File: config.mk
export PLATFORM = sky130hd
export DESIGN_NAME = cfg_regs
export DESIGN_NICKNAME = d
export VERILOG_FILES = /design/src/pkg/cfg_pkg.sv /design/src/hdl/cfg_regs.sv
export SDC_FILE = /design/constraint.sdc
export NUM_CORES = 1
export LEC_CHECK = 0
export ABC_AREA = 0
export BUFFER_PORTS_ARGS = -buffer_cell sky130_fd_sc_hd__buf_2
export CORE_UTILIZATION = 45
export CTS_CLUSTER_DIAMETER = 120
export DETAILED_ROUTE_END_ITERATION = 8
export GPL_ROUTABILITY_DRIVEN = 0
export PLACE_DENSITY = 0.66
export SKIP_LAST_GASP = 1
export SYNTH_ARGS = -nofsm -noshare
export SYNTH_HDL_FRONTEND = slang
export SYNTH_SLANG_ARGS = --single-unit
export TNS_END_PERCENT = 100
File: constraint.sdc
create_clock -name CLK -period 6.72 [get_ports CLK]
set_input_delay 1.68 -clock CLK [delete_from_list [all_inputs] [get_ports CLK]]
set_output_delay 1.68 -clock CLK [all_outputs]
set_load 0.01 [all_outputs]
File: src/pkg/cfg_pkg.sv
// Package for the output configuration register block.
// Assumes a 20 MHz core clock and a register port decoded upstream by the serial front end.
package cfg_pkg;
	// ----------------------------------------
	// Register map
	// ----------------------------------------
	localparam logic [6:0] GEN_CFG_ADDR = 7'h03;
	localparam logic [15:0] GEN_CFG_RESET = 16'h0001;
	localparam logic [15:0] GEN_CFG_WMASK = 16'hFDFF;
	localparam int LATCH_HI = 15;
	localparam int LATCH_LO = 12;
	localparam int EDGE_HI = 11;
	localparam int EDGE_LO = 10;
	localparam int REF_BIT = 8;
	localparam int PERIOD_HI = 7;
	localparam int PERIOD_LO = 4;
	localparam int ACTION_BIT = 3;
	localparam int WDOG_ON_BIT = 2;
	localparam int POLICY_BIT = 1;
	localparam int CRC_BIT = 0;
	// ----------------------------------------
	// Timing
	// ----------------------------------------
	localparam longint CLK_HZ = 20000000;
	localparam longint STEP_MS = 100;
	localparam longint STEP_CYC = CLK_HZ * STEP_MS / 1000;
	localparam longint RETRY_PERIOD_MS = 8;
	localparam longint RETRY_CYC = CLK_HZ * RETRY_PERIOD_MS / 1000;
	localparam longint RETRY_ON_US = 400;
	localparam longint RETRY_ON_CYC = CLK_HZ * RETRY_ON_US / 1000000;
	localparam int FRAME_CRC_BITS = 32;
	localparam int FRAME_PLAIN_BITS = 24;

	typedef enum logic [1:0] {
		EDGE_OFF = 2'b00,
		EDGE_RISE = 2'b01,
		EDGE_FALL = 2'b10,
		EDGE_LIVE = 2'b11
	} edge_mode_t;

	typedef struct packed {
		logic [3:0] latch_bypass;
		edge_mode_t comparator_edge_select;
		logic resv;
		logic ext_ref;
		logic [3:0] watchdog_period;
		logic watchdog_action;
		logic watchdog_on;
		logic overcurrent_policy;
		logic crc_on;
	} cfg_t;
endpackage

File: src/hdl/cfg_regs.sv
// Configuration register, inactivity watchdog and overcurrent recovery for four output channels.
// Assumes the serial front end presents decoded register accesses and a frame-end strobe.
// Function
// - Latch bypass bit zero keeps latch loaded
// - Latch bypass one makes latch transparent
// - Edge field selects comparator mode
// - Bit eight selects external reference
// - Period field gives (code+1)*100 ms
// - Action zero: watchdog only sets flag
// - Action one: flag and selective reset
// - Watchdog off never detects timeout
// - Auto policy: power down, retry periodically
// - Fault gone in retry keeps amplifier on
// - Host policy clears channel power bit
// - CRC enable bit resets to one
// - Frames 32 bits with CRC, 24 without
// - Watchdog flag set, cleared on read
// - Load strobe acts only when latch held
// - Power bits turn channels on or off
// - Interrupt low when flag and unmask
`timescale 1ns/1ns
`default_nettype none
module cfg_regs #(
	parameter int STEP_CYCLES = int'(cfg_pkg::STEP_CYC),
	parameter int RETRY_CYCLES = int'(cfg_pkg::RETRY_CYC),
	parameter int RETRY_ON_CYCLES = int'(cfg_pkg::RETRY_ON_CYC)
) (
	input wire logic CLK,
	input wire logic RSTN,
	input wire logic CE,
	input wire logic WR_EN,
	input wire logic RD_EN,
	input wire logic [6:0] ADDR,
	input wire logic [15:0] WDATA,
	input wire logic FRAME_END,
	input wire logic [5:0] FRAME_BITS,
	input wire logic WATCHDOG_FLAG_READ,
	input wire logic WATCHDOG_FLAG_UNMASK,
	input wire logic [3:0] DAC_LOAD_STROBE,
	input wire logic LOAD_PIN,
	input wire logic [3:0] CHANNEL_POWER_WR,
	input wire logic CHANNEL_POWER_WE,
	input wire logic [3:0] OVERCURRENT_DET,
	output logic [15:0] RDATA,
	output logic [3:0] LATCH_TRANSPARENT,
	output logic [3:0] LATCH_LOAD,
	output logic [1:0] COMPARATOR_EDGE_SELECT,
	output logic EXT_REF,
	output logic CRC_ON,
	output logic FRAME_LEN32,
	output logic WATCHDOG_FLAG,
	output logic DEVICE_RESET,
	output logic INT_N,
	output logic [3:0] CHANNEL_POWER,
	output logic [3:0] AMP_ON,
	output logic [3:0] OVERCURRENT_FLAG
);
	// ----------------------------------------
	// Decode
	// ----------------------------------------
	cfg_pkg::cfg_t cfg_q;
	logic [15:0] cfg_bits;
	logic [15:0] cfg_d;
	logic [3:0] pwr_q;
	logic [3:0] pwr_d;
	logic [3:0] retry_q;
	logic [3:0] retry_d;
	logic [3:0] ovc_q;
	logic [3:0] ovc_d;
	logic [3:0] amp_d;
	logic [3:0] load_d;
	logic [31:0] wd_cnt_q;
	logic [3:0] wd_steps_q;
	logic flag_q;
	logic flag_d;
	logic [31:0] rt_cnt_q;
	logic wd_restart;
	logic wd_expire;
	logic step_done;
	logic frame_ok;
	logic cfg_wr;
	logic cfg_rd;
	logic wd_setting_wr;
	logic retry_on;
	logic dev_rst_d;
	logic [15:0] cfg_nx;

	assign cfg_bits = cfg_q;
	assign cfg_wr = WR_EN && ADDR == cfg_pkg::GEN_CFG_ADDR;
	assign cfg_rd = RD_EN && ADDR == cfg_pkg::GEN_CFG_ADDR;
	// Reserved bit holds zero since the mask never lets it in
	assign cfg_d = cfg_wr ? (WDATA & cfg_pkg::GEN_CFG_WMASK) : cfg_bits;
	assign wd_setting_wr = cfg_wr && (WDATA[cfg_pkg::PERIOD_HI:cfg_pkg::PERIOD_LO] != cfg_q.watchdog_period ||
		WDATA[cfg_pkg::WDOG_ON_BIT] != cfg_q.watchdog_on);
	// Short frames do not count as activity
	assign frame_ok = FRAME_END && (cfg_q.crc_on ? FRAME_BITS >= 6'(cfg_pkg::FRAME_CRC_BITS) :
		FRAME_BITS >= 6'(cfg_pkg::FRAME_PLAIN_BITS));
	assign wd_restart = frame_ok || wd_setting_wr || !cfg_q.watchdog_on;
	assign step_done = wd_cnt_q == 32'(STEP_CYCLES - 1);
	assign wd_expire = cfg_q.watchdog_on && step_done && wd_steps_q == cfg_q.watchdog_period
		&& !wd_restart;
	// Set wins over clear-on-read
	assign flag_d = wd_expire || (flag_q && !cfg_rd && !WATCHDOG_FLAG_READ);
	assign retry_on = rt_cnt_q < 32'(RETRY_ON_CYCLES);
	// Host policy clears power; a host write sets power even while a fault is present
	assign pwr_d = CHANNEL_POWER_WE ? CHANNEL_POWER_WR :
		(cfg_q.overcurrent_policy ? pwr_q & ~OVERCURRENT_DET : pwr_q);
	// Auto policy: retry while fault seen during a retry window, leave once it clears
	assign retry_d = cfg_q.overcurrent_policy ? 4'h0 :
		((retry_q | OVERCURRENT_DET) & ~(retry_q & {4{retry_on}} & ~OVERCURRENT_DET));
	assign ovc_d = ovc_q | OVERCURRENT_DET;
	// A channel in retry is powered for the window even though the fault is still seen
	assign amp_d = pwr_d & ~(OVERCURRENT_DET & ~(retry_q & {4{retry_on}})) &
		~(retry_d & {4{!retry_on}});
	// Software load counts only when the latch is held
	assign load_d = ~cfg_q.latch_bypass & (DAC_LOAD_STROBE | {4{LOAD_PIN}});
	// Outputs except LATCH_LOAD and RDATA follow the next state so a timeout reset never leaves them one cycle stale
	assign dev_rst_d = wd_expire && cfg_q.watchdog_action;
	assign cfg_nx = dev_rst_d ? ((cfg_pkg::GEN_CFG_RESET & ~16'h0101) | (cfg_bits & 16'h0101)) :
		cfg_d;

	// ----------------------------------------
	// Registers
	// ----------------------------------------
	// The timeout reset keeps reference, CRC and flag; unmask lives in the interrupt block
	always_ff @(posedge CLK or negedge RSTN) begin
		if (!RSTN) begin
			cfg_q <= cfg_pkg::cfg_t'(cfg_pkg::GEN_CFG_RESET);
			flag_q <= 1'b0;
		end else if (CE) begin
			flag_q <= flag_d;
			cfg_q <= cfg_pkg::cfg_t'(cfg_nx);
		end
	end

	always_ff @(posedge CLK or negedge RSTN) begin
		if (!RSTN) begin
			wd_cnt_q <= 32'h0000_0000;
			wd_steps_q <= 4'h0;
		end else if (CE) begin
			if (wd_restart || wd_expire) begin
				wd_cnt_q <= 32'h0000_0000;
				wd_steps_q <= 4'h0;
			end else if (step_done) begin
				wd_cnt_q <= 32'h0000_0000;
				wd_steps_q <= wd_steps_q + 4'h1;
			end else begin
				wd_cnt_q <= wd_cnt_q + 32'h0000_0001;
			end
		end
	end

	// Free running retry cadence shared by all channels; costs up to one period of latency
	always_ff @(posedge CLK or negedge RSTN) begin
		if (!RSTN) begin
			rt_cnt_q <= 32'h0000_0000;
		end else if (CE) begin
			rt_cnt_q <= (rt_cnt_q == 32'(RETRY_CYCLES - 1)) ? 32'h0000_0000 : rt_cnt_q + 32'h0000_0001;
		end
	end

	always_ff @(posedge CLK or negedge RSTN) begin
		if (!RSTN) begin
			pwr_q <= 4'h0;
			retry_q <= 4'h0;
			ovc_q <= 4'h0;
		end else if (CE) begin
			if (wd_expire && cfg_q.watchdog_action) begin
				pwr_q <= 4'h0;
				retry_q <= 4'h0;
				ovc_q <= 4'h0;
			end else begin
				pwr_q <= pwr_d;
				retry_q <= retry_d;
				ovc_q <= ovc_d;
			end
		end
	end

	// ----------------------------------------
	// Outputs
	// ----------------------------------------
	always_ff @(posedge CLK or negedge RSTN) begin
		if (!RSTN) begin
			RDATA <= 16'h0000;
			LATCH_TRANSPARENT <= 4'h0;
			LATCH_LOAD <= 4'h0;
			COMPARATOR_EDGE_SELECT <= 2'b00;
			EXT_REF <= 1'b0;
			CRC_ON <= 1'b1;
			FRAME_LEN32 <= 1'b1;
			WATCHDOG_FLAG <= 1'b0;
			DEVICE_RESET <= 1'b0;
			INT_N <= 1'b1;
			CHANNEL_POWER <= 4'h0;
			AMP_ON <= 4'h0;
			OVERCURRENT_FLAG <= 4'h0;
		end else if (CE) begin
			RDATA <= cfg_rd ? cfg_bits : RDATA;
			LATCH_TRANSPARENT <= cfg_nx[cfg_pkg::LATCH_HI:cfg_pkg::LATCH_LO];
			LATCH_LOAD <= load_d;
			COMPARATOR_EDGE_SELECT <= cfg_nx[cfg_pkg::EDGE_HI:cfg_pkg::EDGE_LO];
			EXT_REF <= cfg_nx[cfg_pkg::REF_BIT];
			CRC_ON <= cfg_nx[cfg_pkg::CRC_BIT];
			FRAME_LEN32 <= cfg_nx[cfg_pkg::CRC_BIT];
			WATCHDOG_FLAG <= flag_d;
			DEVICE_RESET <= dev_rst_d;
			INT_N <= !(flag_d && WATCHDOG_FLAG_UNMASK);
			CHANNEL_POWER <= dev_rst_d ? 4'h0 : pwr_d;
			AMP_ON <= dev_rst_d ? 4'h0 : amp_d;
			OVERCURRENT_FLAG <= dev_rst_d ? 4'h0 : ovc_d;
		end
	end
endmodule
`default_nettype wire

======== Yosys cells after proc, flatten, opt, wreduce, memory -nomap -nowiden ========
Cells that the tools add are included.
word-level totals
  word-level logic and storage cells ...... 95
  output and inout port bits .............. 44
  input bits .............................. 51
  flip-flop bits (word level) ............. 123
operators by class
  bitwise gates (word level) .............. 19
  equal/unequal tests ..................... 6
  multiplexer cells ....................... 15
  reductions and logical operators ........ 28
  $lt $le $gt $ge ......................... 3
  add/sub/neg operators ................... 3
operator list
  operator               number
  $mux 32                3
  $add 32x1->32 const B  2
  $and 4x4->4            9
  $mux 4                 9
  $eq 32x18->1 const B   1
  $eq 32x21->1 const B   1
  $lt 32x13->1 const B   1
  $mux 16                2
  $not 4->4              6
  $or 4x4->4             3
  $logic_and 1x1->1      11
  $eq 7x2->1 const B     1
  $ge 6x5->1 const B     1
  $ge 6x6->1 const B     1
  $logic_not 1->1        6
  $reduce_and 2->1       3
  $logic_or 1x1->1       5
  $add 4x1->4 const B    1
  $eq 4x4->1             1
  $ne 4x4->1             1
  $reduce_bool 2->1      2
  $reduce_and 3->1       1
  $mux 1                 1
  $ne 1x1->1             1
  $not 1->1              1

======== Depth between registers and ports, before layout ========
  depth in word-level cells ............... 10
  mapped depth ............................ 8
  mapped depth without buffers ............ 7

======== Worst setup path before layout ========
No wires, ideal clock.
  path type ............................... input to register
  from .................................... in ADDR[2]
  to ...................................... reg EXT_REF
  path slack .............................. 3.113 ns
  stages on the path ...................... 6
  setup time .............................. 0.125 ns
  buffers on the path ..................... 0
  required time ........................... 6.595 ns
  arrival time ............................ 3.482 ns
  cells stage by stage .................... or4_1 > nor4_2 > a21boi_4 > nor4_4 > nor2_2 > mux2_4
between the ends
  longest elaborated chain between the ends .. 10
RTL lines
  item                            RTL line         RTL
  start, declared                 cfg_regs.sv:33   input wire logic [6:0] ADDR,
  $eq 7x2->1 (*)                  cfg_regs.sv:89   assign cfg_wr = WR_EN && ADDR == cfg_pkg::GEN_CFG_ADDR;
  $logic_and 1x1->1 (*)           cfg_regs.sv:89
  $logic_and 1x1->1               cfg_regs.sv:93   assign wd_setting_wr = cfg_wr && (WDATA[cfg_pkg::PERIOD_HI:cfg_pkg::PERIOD_LO] != cfg_q.watchdog_period ||
  $logic_or 1x1->1 (2 in a row)   cfg_regs.sv:98   assign wd_restart = frame_ok || wd_setting_wr || !cfg_q.watchdog_on;
  $logic_not 1->1                 cfg_regs.sv:101  && !wd_restart;
  $logic_and 1x1->1               cfg_regs.sv:101
  $logic_and 1x1->1               cfg_regs.sv:118  assign dev_rst_d = wd_expire && cfg_q.watchdog_action;
  $not 1->1 (no line)             n/a
  $reduce_and 3->1 (no line) (*)  n/a
  end signal, assigned            cfg_regs.sv:203  EXT_REF <= cfg_nx[cfg_pkg::REF_BIT];
  end, declared                   cfg_regs.sv:48   output logic EXT_REF,
Every way passes the cells marked *; elsewhere a longest branch is shown, timed or not.
A chain may end at the register's enable or synchronous reset.

======== Final worst setup path ========
  from .................................... in ADDR[2]
  to ...................................... reg wd_steps_q[1]
between the ends
  longest elaborated chain between the ends .. 10
  elaborated cells between the ends (all ways) .. 11
  those cells by class .................... eq/ne: 1; mux: 1; reduce/logical: 9
RTL lines
  item                               RTL line         RTL
  $eq 7x2->1 (*)                     cfg_regs.sv:89
  $logic_and 1x1->1 (*)              cfg_regs.sv:89
  $logic_and 1x1->1 (*)              cfg_regs.sv:93
  $logic_or 1x1->1 (*) (2 in a row)  cfg_regs.sv:98
  $logic_not 1->1                    cfg_regs.sv:101
  $logic_and 1x1->1                  cfg_regs.sv:101
  $logic_or 1x1->1 (*)               cfg_regs.sv:141  if (wd_restart || wd_expire) begin
  $reduce_bool 2->1 (no line)        n/a
  $reduce_and 2->1 (no line)         n/a
  end signal, assigned               cfg_regs.sv:146  wd_steps_q <= wd_steps_q + 4'h1;
  end, declared                      cfg_regs.sv:73   logic [3:0] wd_steps_q;
Marks and branches as above.

==> qor.yml <==
nets: 705
p_comb_share_pct: 6.6
area_growth_pct: 20.0
start_kind: "input pin"
grtUsageMet3_pct: 5.02
cp-endpoint: "wd_steps_q[1]$_DFFE_PN0P_"
portBuffers: 89
ys_top_cells_by_area: "dfrtp_1 (51%), xnor2_1 (4.5%), xor2_1 (4.5%)"
cp.arrival_ns: 4.31
max_stage_delay_ns: 0.90
worstSkewPairLatency_ns: 0.41
clock_skew_ns: 0.0106
synth_top_cell_area_share_pct: 51.1
required_ns: 7.03
clockBufferDepth: 2
place_inst: 804
worstMarginPinSlew_ns: 1.09
layout_common_cells: "dfrtp_1 (119), buf_2 (88), nor2_1 (61)"
fin_crit_ns: 4.00
num_antenna_cells: 0
nFillCells: 1158
ant_nets: 0
ys_ff_latch: 121
grt_max_degree: 85
ys_seq_area_share_pct: 52.0
grt_pass1_vias: 4336
critPathSlowestCell: "o31a_1"
die_area_sq_um: 13400
p_per_area_nw_per_um2: 263
htreeDepth: 4
wirelength_um: 12200
grt.busiest_layer: "met2"
postCtsSetupRepairBufs: 0
met1_usage_pct: 24.8
dr.pass1.iters: 4
cts_buffers: 17
synth-edff-count: 0
syn_area_sq_um: 5820
ff2ff_path_depth: 6
grt_pass1_wl_um: 20600
end_kind: "flip-flop"
p_sw_share_pct: 21.9
vias: 4516
r2r-end: "wd_steps_q[1]$_DFFE_PN0P_"
num_io_pins: 95
finalHoldViolCount: 0
vdd_drop_max_v: 0.000175
gr-usage-all-layers_pct: 19.7
num_rows: 41
cts_tree: "yes"
synth_cell_types: 54
syn_avg_cell_area_sq_um: 10.3
drive_gt1_share_pct: 23.0
crit_type: "input pin to flip-flop"
crit_chain: "buf_2, or4_1, nor4_2, a21boi_4, o31a_1, o2111ai_1, o21ai_0"
r2r-start: "wd_cnt_q[26]$_DFFE_PN0P_"
path_clk_slew_ns: 0.05
setup_tns_ns: 0
overflow: 0
routedWlPerCell_um: 14.7
synthFlopType: "dfrtp_1"
fmax_mhz: 250
drc: 0
cts_root_buffer: "clkbuf_16"
dieWidth_um: 116
setup_viol: 0
worst-path-max-fanout: 29
start_util_pct: 46.1
drtIter0Drc: 256
hold_class: "flip-flop to flip-flop"
netlist_instances: 564
share_seq_of_total_power_pct: 43.0
relSlewSlack_pct: 27.1
cp-startpoint: "ADDR[2]"
coreArea_sq_um: 12600
hold_buffers: 0
final_common_cell: "dfrtp_1"
avgViaCountPerCell: 5.41
async_reset_ff_share_pct: 100
dp_hpwl_um: 8530
drv_cap: 0
cts_resized: 0
power.switching_uw: 404
cts.sink_count: 121
finalMaxSlewViolations: 0
die_y_um: 116
ys_warn_count: 0
r2r_setup_slack_ns: 3.77
power.leakage_uw: 0.00318
p_clk_share_pct: 50.4
met2_usage_pct: 32.9
synth_fp_nets: 618
internal_power_uw: 1440
final.period_utilization_pct: 59.5
synth_area_leader_cell: "dfrtp_1"
antenna_found_initial: 0
final_cell_count_no_fill: 834
status: "finished clean"
rsz0062_at_grt: "no"
-- through the flow --
| stage | util, % | worst slack, ns | hold slack [ns] | cell area (sq um) | power [uW] |
|---|---|---|---|---|---|
| CTS | 55.4 | 2.70 | 0.482 | 6990 | 1860 |
| finish | 55.4 | 2.72 | 0.477 | 6990 | 1840 |
| floorplan | - | 3.11 | 0.446 | 5820 | 868 |
| detailed placement | 50.5 | 2.28 | 0.469 | 6380 | 925 |
| global placement | 50.5 | 2.30 | 0.460 | 6380 | 921 |
| global route | 55.4 | 2.51 | 0.510 | 6990 | 1920 |
-- cell families (layout without fill, tap and decap cells) --
kind of cell	Yosys count	count (layout)	share of synthesized area, %
DFF	121	121	52.0
AOI/OAI and AO/OA	96	96	11.5
adders and majority gates	3	3	0.645
muxes	19	19	3.74
and+or+nand+nor	224	224	19.8
buffers and inverters	40	138	3.27
other	1	1	0.0644
xor gates and xnor gates	60	60	9.02
-- flip-flops by register name (all words and copies together) (netlist names) --
register,flops
retry_q,4
wd_steps_q,4
ovc_q,4
DEVICE_RESET,1
AMP_ON,4
WATCHDOG_FLAG,1
INT_N,1
COMPARATOR_EDGE_SELECT,2
LATCH_LOAD,4
rt_cnt_q,32
LATCH_TRANSPARENT,4
RDATA,15
wd_cnt_q,32
cfg_bits,7
EXT_REF,1
FRAME_LEN32,1
CHANNEL_POWER,4
-- power by group through the flow --
stage / Clock, uW / Combinational [uW] / Sequential, uW
detailed placement: 0 / 124 / 801
finish: 927 / 122 / 790
global route: 983 / 139 / 794
floorplan: 0 / 67.1 / 801
CTS: 945 / 124 / 790
global placement: 0 / 120 / 800
-- worst min-delay path by stage --
stage / from / endpoint / cells after the start
2_1_floorplan: rt_cnt_q[31]$_DFFE_PN0P_ / rt_cnt_q[31]$_DFFE_PN0P_ / 1
3_3_place_gp: RDATA[3]$_DFFE_PN0P_ / RDATA[3]$_DFFE_PN0P_ / 2
3_5_place_dp: LATCH_LOAD[1]$_DFFE_PN0P_ / LATCH_LOAD[1]$_DFFE_PN0P_ / 2
4_1_cts: LATCH_LOAD[1]$_DFFE_PN0P_ / LATCH_LOAD[1]$_DFFE_PN0P_ / 2
5_1_grt: LATCH_LOAD[0]$_DFFE_PN0P_ / LATCH_LOAD[0]$_DFFE_PN0P_ / 2
6_report: LATCH_LOAD[0]$_DFFE_PN0P_ / LATCH_LOAD[0]$_DFFE_PN0P_ / 2
-- critical path, delay by kind of cell --
family	cells	cell delay (ns)
buf+inv	1	0.09
compound gates	4	1.57
simple gates	2	0.96
-- synth_stat cells (all sizes together) (3+ instances only) --
library cell / count
nand3: 30
nor2: 62
clkbuf: 12
nor4: 14
inv: 16
or4: 4
and3: 11
dfrtp: 119
nor3: 8
a21oi: 27
a22o: 12
o32ai: 4
o2bb2ai: 13
mux2i: 3
xor2: 30
nand4: 20
nand2: 47
o31ai: 5
mux2: 16
ha: 3
a22oi: 4
xnor2: 30
buf: 12
or2: 3
or3: 8
nor4b: 4
nand2b: 5
o21ai: 18
and4: 4
-- metal layers --
layer	part of all wire [%]	vias up
li1	-	2186
met1	46	2227
met2	49	92
met3	4.0	11
met4	0.94	0
met5	0	-
-- area by class of cell --
cell class                 count  area [sq um]  share of cell area [%]
clock buffer                  22           494                    7.07
clock inverter                 8           118                    1.68
tap                          172           215                    3.08
multi-input combinational    403          2600                    37.2
timing repair buffer          92           470                    6.73
inverter                      16          60.1                   0.859
sequential                   121          3030                    43.4
No activity file was read; power rests on OpenSTA's default activity.
